## config.mk

```make
export PLATFORM = sky130hd
export DESIGN_NAME = pmss_supervisor
export DESIGN_NICKNAME = d
export VERILOG_FILES = /design/src/verilog/pmss_pkg.sv /design/src/verilog/pmss_supervisor.sv
export SDC_FILE = /design/constraint.sdc
export NUM_CORES = 1
export LEC_CHECK = 0
export BUFFER_PORTS_ARGS = -buffer_cell sky130_fd_sc_hd__buf_2
export CAP_MARGIN = 10
export CORE_MARGIN = 3
export CORE_UTILIZATION = 57
export DETAILED_ROUTE_END_ITERATION = 7
export GPL_TIMING_DRIVEN = 0
export PLACE_DENSITY = 0.91
export REMOVE_ABC_BUFFERS = 1
export SYNTH_ARGS = -nofsm -noshare
export SYNTH_HDL_FRONTEND = slang
export SYNTH_SLANG_ARGS = --single-unit
```

## constraint.sdc

```tcl
create_clock -name clk_in -period 4.3 [get_ports clk_in]
set_clock_uncertainty 0.1 [all_clocks]
set_input_delay 0.215 -clock clk_in [delete_from_list [all_inputs] [get_ports clk_in]]
set_output_delay 0.215 -clock clk_in [all_outputs]
set_load 0.1 [all_outputs]
```

## src/verilog/pmss_pkg.sv

```systemverilog
// package for the controller mode supervisor: modes, switch codes, timing
// assumes a 20 mhz system clock
package pmss_pkg;
	typedef enum logic [1:0] {
		PMSS_MODE_PROGRAM = 2'b00,
		PMSS_MODE_RUN = 2'b01,
		PMSS_MODE_STOP = 2'b10,
		PMSS_MODE_TEST = 2'b11
	} pmss_mode_type;

	typedef enum logic [1:0] {
		PMSS_SW_STOP = 2'b00,
		PMSS_SW_RUN = 2'b01,
		PMSS_SW_TERM = 2'b10
	} pmss_switch_type;

	typedef enum logic [1:0] {
		PMSS_ST_POWERUP = 2'b00,
		PMSS_ST_ACTIVE = 2'b01,
		PMSS_ST_FAULT = 2'b10
	} pmss_state_type;

	localparam int PMSS_CLK_HZ = 20000000;
	// blink half period in milliseconds
	localparam int PMSS_BLINK_MS = 250;
	localparam int PMSS_BLINK_CYCLES = PMSS_CLK_HZ / 1000 * PMSS_BLINK_MS;
	localparam int PMSS_CNT_W = 24;
	localparam int PMSS_SETUP_W = 16;
	localparam int PMSS_BIT_LOWBAT_EN = 12;
	localparam int PMSS_BIT_PWRUP_RUN = 13;
	localparam int PMSS_PORTS = 2;
	localparam int PMSS_SYNC_W = 10;
endpackage : pmss_pkg

```

## src/verilog/pmss_supervisor.sv

```systemverilog
// mode supervisor: power-up mode choice, switch and remote requests, front lamps
// assumes pins and remote request lines are asynchronous and are synchronised here
// retained storage lives outside; this block offers the value and a write strobe
//
// Summary of operation
// - switch run: enter run unless error (power-up enters run even with error), refuse remote
// - switch stop: hold stop, refuse remote
// - switch term: remote may select run/program/test
// - outside term: monitoring only, no edits
// - term without password: full remote access
// - power-up in term resumes last retained mode
// - run select bit with term: power-up run
// - run lamp on run, blink in upgrade
// - diag lamp on error, blink low battery
// - per-port send and receive lamps
// - low battery sets relay flag
// - low battery indication needs setup bit 12
// - fatal error forces program, outputs off
// - outputs enabled only in run mode
//
// Implementation choices: the plain strobed port and the placing of the registers.
`timescale 1ns/10ps
module pmss_supervisor (
	input wire logic clk_in,
	input wire logic rst_in,
	input wire logic [1:0] mode_switch_in,
	input wire logic remote_req_in,
	input wire logic [1:0] remote_mode_in,
	input wire logic remote_edit_req_in,
	input wire logic password_active_in,
	input wire logic [15:0] setup_word_in,
	input wire logic [1:0] retained_mode_in,
	input wire logic diag_error_in,
	input wire logic fatal_error_in,
	input wire logic battery_low_in,
	input wire logic firmware_upgrade_in,
	input wire logic [1:0] port_send_in,
	input wire logic [1:0] port_receive_in,
	output logic [1:0] mode_out,
	output logic [1:0] retained_mode_out,
	output logic retained_write_out,
	output logic edit_grant_out,
	output logic outputs_enable_out,
	output logic run_lamp_out,
	output logic diag_lamp_out,
	output logic port_one_send_lamp_out,
	output logic port_one_receive_lamp_out,
	output logic port_two_send_lamp_out,
	output logic port_two_receive_lamp_out,
	output logic low_battery_relay_flag_out,
	output logic irq_out
);
	// ----------------------------------------------------------------
	// input synchronisers
	// ----------------------------------------------------------------
	logic [pmss_pkg::PMSS_SYNC_W-1:0] sync_a;
	logic [pmss_pkg::PMSS_SYNC_W-1:0] sync_b;
	logic [pmss_pkg::PMSS_SYNC_W-1:0] raw;
	logic [1:0] sw_s;
	logic req_s;
	logic edit_s;
	logic pw_s;
	logic diag_s;
	logic fatal_s;
	logic batt_s;
	logic fwu_s;
	logic [1:0] send_s;
	logic [1:0] recv_s;
	logic [1:0] rmode_s;

	assign raw = {remote_mode_in, port_receive_in, port_send_in, firmware_upgrade_in,
		battery_low_in, fatal_error_in, diag_error_in};

	logic [1:0] sw_a;
	logic [1:0] sw_b;
	logic [2:0] misc_a;
	logic [2:0] misc_b;
	logic [pmss_pkg::PMSS_SYNC_W-1:0] next_sync_a;
	logic [pmss_pkg::PMSS_SYNC_W-1:0] next_sync_b;
	logic [1:0] next_sw_a;
	logic [1:0] next_sw_b;
	logic [2:0] next_misc_a;
	logic [2:0] next_misc_b;
	// the first stage is read only by the second stage
	always_comb begin
		next_sync_a = raw;
		next_sync_b = sync_a;
		next_sw_a = mode_switch_in;
		next_sw_b = sw_a;
		next_misc_a = {remote_req_in, remote_edit_req_in, password_active_in};
		next_misc_b = misc_a;
	end
	// no reset here: the stages keep tracking the pins while reset is held,
	// so the power-up choice sees the switch as it stood before release
	always_ff @(posedge clk_in) begin
		sync_a <= next_sync_a;
		sync_b <= next_sync_b;
		sw_a <= next_sw_a;
		sw_b <= next_sw_b;
		misc_a <= next_misc_a;
		misc_b <= next_misc_b;
	end
	// bit order of the shared stage follows the concatenation above
	assign diag_s = sync_b[0];
	assign fatal_s = sync_b[1];
	assign batt_s = sync_b[2];
	assign fwu_s = sync_b[3];
	assign send_s = sync_b[5:4];
	assign recv_s = sync_b[7:6];
	assign rmode_s = sync_b[9:8];
	assign sw_s = sw_b;
	assign req_s = misc_b[2];
	assign edit_s = misc_b[1];
	assign pw_s = misc_b[0];

	// ----------------------------------------------------------------
	// mode state machine
	// ----------------------------------------------------------------
	pmss_pkg::pmss_state_type state;
	pmss_pkg::pmss_state_type next_state;
	pmss_pkg::pmss_mode_type mode;
	pmss_pkg::pmss_mode_type next_mode;
	logic [1:0] last_mode;
	logic [1:0] next_last_mode;
	logic term_pos;
	logic remote_ok;

	// term_pos and remote_ok gate every remote request
	assign term_pos = (sw_s == pmss_pkg::PMSS_SW_TERM);
	assign remote_ok = term_pos && !pw_s;

	always_comb begin
		next_state = state;
		next_mode = mode;
		case (state)
			pmss_pkg::PMSS_ST_POWERUP: begin
				// one clock only; the switch outranks every stored choice
				next_state = pmss_pkg::PMSS_ST_ACTIVE;
				if (sw_s == pmss_pkg::PMSS_SW_RUN) begin
					next_mode = pmss_pkg::PMSS_MODE_RUN;
				end else if (sw_s == pmss_pkg::PMSS_SW_STOP) begin
					next_mode = pmss_pkg::PMSS_MODE_STOP;
				end else if (setup_word_in[pmss_pkg::PMSS_BIT_PWRUP_RUN]) begin
					next_mode = pmss_pkg::PMSS_MODE_RUN;
				end else begin
					next_mode = pmss_pkg::pmss_mode_type'(retained_mode_in);
				end
			end
			pmss_pkg::PMSS_ST_ACTIVE: begin
				if (sw_s == pmss_pkg::PMSS_SW_RUN) begin
					// error blocks entry to run
					if (!diag_s) begin
						next_mode = pmss_pkg::PMSS_MODE_RUN;
					end
				end else if (sw_s == pmss_pkg::PMSS_SW_STOP) begin
					next_mode = pmss_pkg::PMSS_MODE_STOP;
				end else if (remote_ok && req_s) begin
					// remote requests only count in term without a password
					next_mode = pmss_pkg::pmss_mode_type'(rmode_s);
				end
				// a fatal error overrides everything, the switch included
				if (fatal_s) begin
					next_state = pmss_pkg::PMSS_ST_FAULT;
					next_mode = pmss_pkg::PMSS_MODE_PROGRAM;
				end
			end
			pmss_pkg::PMSS_ST_FAULT: begin
				// stay in program until the fatal cause clears
				next_mode = pmss_pkg::PMSS_MODE_PROGRAM;
				if (!fatal_s) begin
					next_state = pmss_pkg::PMSS_ST_ACTIVE;
				end
			end
			default: begin
				next_state = pmss_pkg::PMSS_ST_POWERUP;
			end
		endcase
		next_last_mode = next_mode;
	end

	always_ff @(posedge clk_in) begin
		if (rst_in) begin
			state <= pmss_pkg::PMSS_ST_POWERUP;
			mode <= pmss_pkg::PMSS_MODE_PROGRAM;
			last_mode <= 2'h0;
		end else begin
			state <= next_state;
			mode <= next_mode;
			last_mode <= next_last_mode;
		end
	end

	// ----------------------------------------------------------------
	// blink divider
	// ----------------------------------------------------------------
	logic [pmss_pkg::PMSS_CNT_W-1:0] blink_cnt;
	logic [pmss_pkg::PMSS_CNT_W-1:0] next_blink_cnt;
	logic blink;
	logic next_blink;
	// free-running divider; every blinking lamp shares its phase, which
	// keeps the run and diagnostic lamps in step when both blink
	always_comb begin
		next_blink_cnt = blink_cnt + 1'b1;
		next_blink = blink;
		if (blink_cnt == pmss_pkg::PMSS_CNT_W'(pmss_pkg::PMSS_BLINK_CYCLES - 1)) begin
			next_blink_cnt = '0;
			next_blink = !blink;
		end
	end
	always_ff @(posedge clk_in) begin
		if (rst_in) begin
			blink_cnt <= '0;
			blink <= 1'b0;
		end else begin
			blink_cnt <= next_blink_cnt;
			blink <= next_blink;
		end
	end

	// ----------------------------------------------------------------
	// lamps, flags, edit grant and output enable
	// ----------------------------------------------------------------
	// the lamps follow the synchronised levels and lag their causes by
	// about three clocks, far below anything an eye can see
	logic lowbat_ind;
	logic next_run_lamp;
	logic next_diag_lamp;
	logic next_edit;
	logic next_oe;
	logic next_flag;
	logic [1:0] next_send_lamp;
	logic [1:0] next_receive_lamp;
	assign lowbat_ind = batt_s && setup_word_in[pmss_pkg::PMSS_BIT_LOWBAT_EN];
	always_comb begin
		if (fwu_s) begin
			next_run_lamp = blink;
		end else begin
			next_run_lamp = (mode == pmss_pkg::PMSS_MODE_RUN);
		end
		// a fatal error is a failed self test as well, so it lights the lamp
		if (diag_s || fatal_s) begin
			next_diag_lamp = 1'b1;
		end else begin
			next_diag_lamp = lowbat_ind && blink;
		end
		// monitoring stays possible in every position; only edits are gated
		next_edit = remote_ok && edit_s;
		next_oe = (mode == pmss_pkg::PMSS_MODE_RUN) && (state == pmss_pkg::PMSS_ST_ACTIVE);
		next_flag = batt_s;
		next_send_lamp = send_s;
		next_receive_lamp = recv_s;
	end
	always_ff @(posedge clk_in) begin
		if (rst_in) begin
			run_lamp_out <= 1'b0;
			diag_lamp_out <= 1'b0;
			edit_grant_out <= 1'b0;
			outputs_enable_out <= 1'b0;
			low_battery_relay_flag_out <= 1'b0;
			port_one_send_lamp_out <= 1'b0;
			port_two_send_lamp_out <= 1'b0;
			port_one_receive_lamp_out <= 1'b0;
			port_two_receive_lamp_out <= 1'b0;
		end else begin
			run_lamp_out <= next_run_lamp;
			diag_lamp_out <= next_diag_lamp;
			edit_grant_out <= next_edit;
			outputs_enable_out <= next_oe;
			low_battery_relay_flag_out <= next_flag;
			port_one_send_lamp_out <= next_send_lamp[0];
			port_two_send_lamp_out <= next_send_lamp[1];
			port_one_receive_lamp_out <= next_receive_lamp[0];
			port_two_receive_lamp_out <= next_receive_lamp[1];
		end
	end
	assign mode_out = mode;

	// ----------------------------------------------------------------
	// retained mode
	// ----------------------------------------------------------------
	// the copy kept over a power loss follows every committed mode; the
	// write strobe is high in the same clock as each new value, so the store only
	// wears on real changes and never while the mode stands still
	logic next_retained_write;
	always_comb begin
		next_retained_write = (next_last_mode != last_mode);
	end
	always_ff @(posedge clk_in) begin
		if (rst_in) begin
			retained_write_out <= 1'b0;
		end else begin
			retained_write_out <= next_retained_write;
		end
	end
	assign retained_mode_out = last_mode;

	// ----------------------------------------------------------------
	// interrupt
	// ----------------------------------------------------------------
	// no event of this block reaches software through a status register,
	// so the request line is held low
	assign irq_out = 1'b0;
endmodule : pmss_supervisor

```

==> results by group <==
Place
  • Count of port buffers added during placement: 34
  • Cell total after placement: 300
  • Dpl hpwl: approximately 2600 microns
  • Last weighted congestion value of the routability-driven placer: 0.8191

Drt
  • Number of vias per cell: 5.100
  • Remaining number of nets flagged by the antenna check after routing: 0
  • Violation count after the first detailed-routing iteration: 60
  • Routed vias: 1688
  • Drc violations: 0
  • Average detailed-routed wire length per instance: 13.26 microns
  • First-pass detailed-route iteration total: 5
  • Final Routed Wirelength: roughly 4400 microns

Logic synthesis
  • Post-synthesis cell type with the largest combined area: sky130_fd_sc_hd__dfxtp_1
  • Area share of the largest cell type after synthesis: 57.95%
  • EDFF count, synth: 0
  • Share of synthesized flip-flops with an asynchronous set or reset: 0%
  • Most numerous cell in the Yosys netlist: sky130_fd_sc_hd__dfxtp_1
  • Portion of the post-synthesis area used by sequential elements: 57.95%
  • Average size of a mapped cell: roughly 11 sq um
  • Post-synth cell types: between 40 and 50
  • Summed instance area of the synthesized netlist: between 2000 and 2500 sq um
  • Leading post-synthesis cells by cell area: sky130_fd_sc_hd__dfxtp_1 (58%), sky130_fd_sc_hd__nor2_1 (5.7%), sky130_fd_sc_hd__xor2_1 (4.8%), sky130_fd_sc_hd__xnor2_1 (4.0%), sky130_fd_sc_hd__nand3_1 (2.3%)
  • Top cells by instance count after synthesis: sky130_fd_sc_hd__dfxtp_1 (69), sky130_fd_sc_hd__nor2_1 (36), sky130_fd_sc_hd__nand2_1 (13), sky130_fd_sc_hd__xor2_1 (13)
  • Post-synthesis instance total: roughly 230
  • Yosys synthesis warning count: 0
  • Flop and latch count out of synthesis: 69
  • Dominant register cell in the synthesized netlist: sky130_fd_sc_hd__dfxtp_1

STA
  • Post-route setup TNS: 0 ns
  • Final period util: 53.92%
  • Hold violation count in the final report: 0
  • Transition at the pin with the smallest max-transition slack: 0.7912 ns
  • Count of final setup violators: 0
  • Time the final worst path needs with I/O delays and setup: between 2 and 2.5 ns
  • Timing-limited maximum frequency: 0.4313 GHz
  • Max-slew violation count: 0
  • Worst slew margin relative to its limit: a little under half
  • Worst hold-check slack: ~0.06 ns
  • RSZ-0062 raised after global routing: false

Clock network
  • Post-cts gate resize count: 0
  • Clock slew at the register clock pins of the worst setup and hold paths: approximately 0.070 ns
  • H-tree levels: 3
  • Skew-Pair Late Insertion Delay: ~0.34 ns
  • TritonCTS clock tree: done
  • Number of clock sinks seen by CTS: around 70
  • Number of hold buffers added after cts: 15
  • Clock buffer count from CTS: 9
  • Total setup buffers inserted after CTS: 0
  • Clock Path Buffers: 2
  • CTS root buffer: sky130_fd_sc_hd__clkbuf_8

Floorplanning
  • I/O pins: 50
  • Die Footprint: roughly 5000 sq um
  • Number of rows in the core area: 22
  • Core footprint: ~3900 sq um
  • Vertical die dimension: 70.67 microns
  • Horizontal extent of the die: 70.67 microns
  • Effective utilization at floorplan: 61.85%

Final layout
  • Count of non-filler cells in the finished layout: 331
  • Net count reported at finish: about 310
  • Fillcell total: 257
  • Area growth syn-to-layout: 21.52%
  • Area taken by multi-input logic gates: slightly above 900 sq um
  • Layout cells sized above 1: a little over a fifth
  • Seq. cell area: 1381 sq um
  • Diodes inserted: 0

Global routing
  • Vias in the first global route: around 1600
  • Wire length of the first global-routing pass: between 7000 and 8000 microns
  • Initial antenna violation count: 0
  • Combined global-route utilization of all metal layers: 18.72%
  • Pin count of the biggest net entering global routing: 25
  • Overflow after GRT: 0

Outcome
  • Run status: finished, final reports clean

Setup path
  • CP Max Fanout: 24
  • Worst setup SP type: register
  • Reg-to-reg setup timing slack: 1.98 ns
  • Endpoint arrival time on the critical path: 2.41 ns
  • Data required time of the worst path: 4.39 ns
  • Critical path class: reg -> reg
  • Critical Path Sink Type: register

Power and ir drop
  • Maximum VDD drop: about 0.00024 V
  • Power per cell area: approximately 460 nW/um^2
  • Static leakage: around 1.2 nW

Hold path
  • Tightest Hold Check Type: in -> reg

Flow run
  • Max Cap Viol: 0
[routing by layer]
layer	share of wire (%)	up-vias	global-route usage, %
met4	1.6	0	8.142
met2	49	42	30.15
met1	44	771	22.07
li1	-	866	-
met3	5.6	9	7.670
met5	0	-	0
[final timing paths]
check / startpoint / endpoint / depth (start not counted)
worst max-delay path: blink_cnt[8] / blink_cnt[13] / 5
worst min-delay path: setup_word_in[12] / diag_lamp_out / 3
worst max register to register: blink_cnt[8] / blink_cnt[13] / 5
worst min register to register: next_sync_b[5] / sync_b[5] / 0
[placed cells by master (no fill, tap or decap), types with 2 or more instances in the layout]
cell and instances:
sky130_fd_sc_hd__dfxtp_1 69, sky130_fd_sc_hd__and4_1 3, sky130_fd_sc_hd__nor3_2 3, sky130_fd_sc_hd__nand2_1 13, sky130_fd_sc_hd__clkinv_2 2, sky130_fd_sc_hd__and3_1 5
sky130_fd_sc_hd__nand3_1 11, sky130_fd_sc_hd__clkbuf_8 9, sky130_fd_sc_hd__nand4_1 5, sky130_fd_sc_hd__nor3_1 2, sky130_fd_sc_hd__nor3b_1 2, sky130_fd_sc_hd__o311ai_0 2
sky130_fd_sc_hd__a211oi_1 2, sky130_fd_sc_hd__nor4_1 2, sky130_fd_sc_hd__xnor2_1 11, sky130_fd_sc_hd__dlygate4sd3_1 15, sky130_fd_sc_hd__a311oi_1 2, sky130_fd_sc_hd__buf_2 34
sky130_fd_sc_hd__nor2_1 36, sky130_fd_sc_hd__inv_1 8, sky130_fd_sc_hd__inv_6 2, sky130_fd_sc_hd__nor2b_1 6, sky130_fd_sc_hd__xor2_1 13
[state kept, by name, indices dropped and copies added (netlist names), 2 cells and up]
register           count
blink_cnt             24
next_sync_b           10
sync_b                10
misc_a                 3
misc_b                 3
next_sw_b              2
retained_mode_out      2
state                  2
sw_b                   2
[logic make-up (layout without fill, tap and decap cells)]
family / count (synthesis) / count (layout) / share of synthesized area [%]
AO/OA/AOI/OAI: 11 / 11 / 3.780
XOR/XNOR: 24 / 24 / 8.819
adder cells (fa/ha/maj): 2 / 2 / 0.9448
buffers and inverters: 16 / 73 / 3.989
flip-flops: 69 / 69 / 57.95
multiplexers: 1 / 1 / 0.4200
other: 1 / 1 / 0.1573
AND/OR/NAND/NOR: 102 / 102 / 23.94
[per-stage QoR]
stage          util, %  instance area (sq um)  power (mW)  setup WS, ns
2_1_floorplan        -                   2318      0.7894         1.573
5_1_grt          75.16                   2897       1.377         1.737
3_5_place_dp     66.14                   2549      0.8174         1.977
6_report         75.16                   2897       1.329         1.981
3_3_place_gp     66.14                   2549      0.8146         2.013
4_1_cts          75.16                   2897       1.339         1.959
[area by class of cell]
| class | count | share of cell area, % |
|---|---|---|
| Clock buffer | 9 | 4.276 |
| Multi-Input combinational cell | 141 | 31.32 |
| Clock inverter | 7 | 2.549 |
| Tap cell | 48 | 2.073 |
| Timing Repair Buffer | 49 | 11.06 |
| Inverter | 8 | 1.037 |
| Sequential cell | 69 | 47.69 |
[power by group]
group	total (mW)	leakage, nW	switching, mW	internal, mW
clock network	0.514	0.100	0.244	0.270
logic	0.134	0.520	0.0982	0.0362
registers	0.680	0.571	0.0150	0.665
total	1.33	1.19	0.357	0.972
[worst max-delay path, stage by stage, from the launching register on]
cell                      delay [ns]
sky130_fd_sc_hd__dfxtp_1        0.39
sky130_fd_sc_hd__nand2_1        0.09
sky130_fd_sc_hd__or4_1          0.46
sky130_fd_sc_hd__nor3_1         0.33
sky130_fd_sc_hd__or2_1          0.68
sky130_fd_sc_hd__nor2_1         0.13
Power figures use the tool's default switching activity.
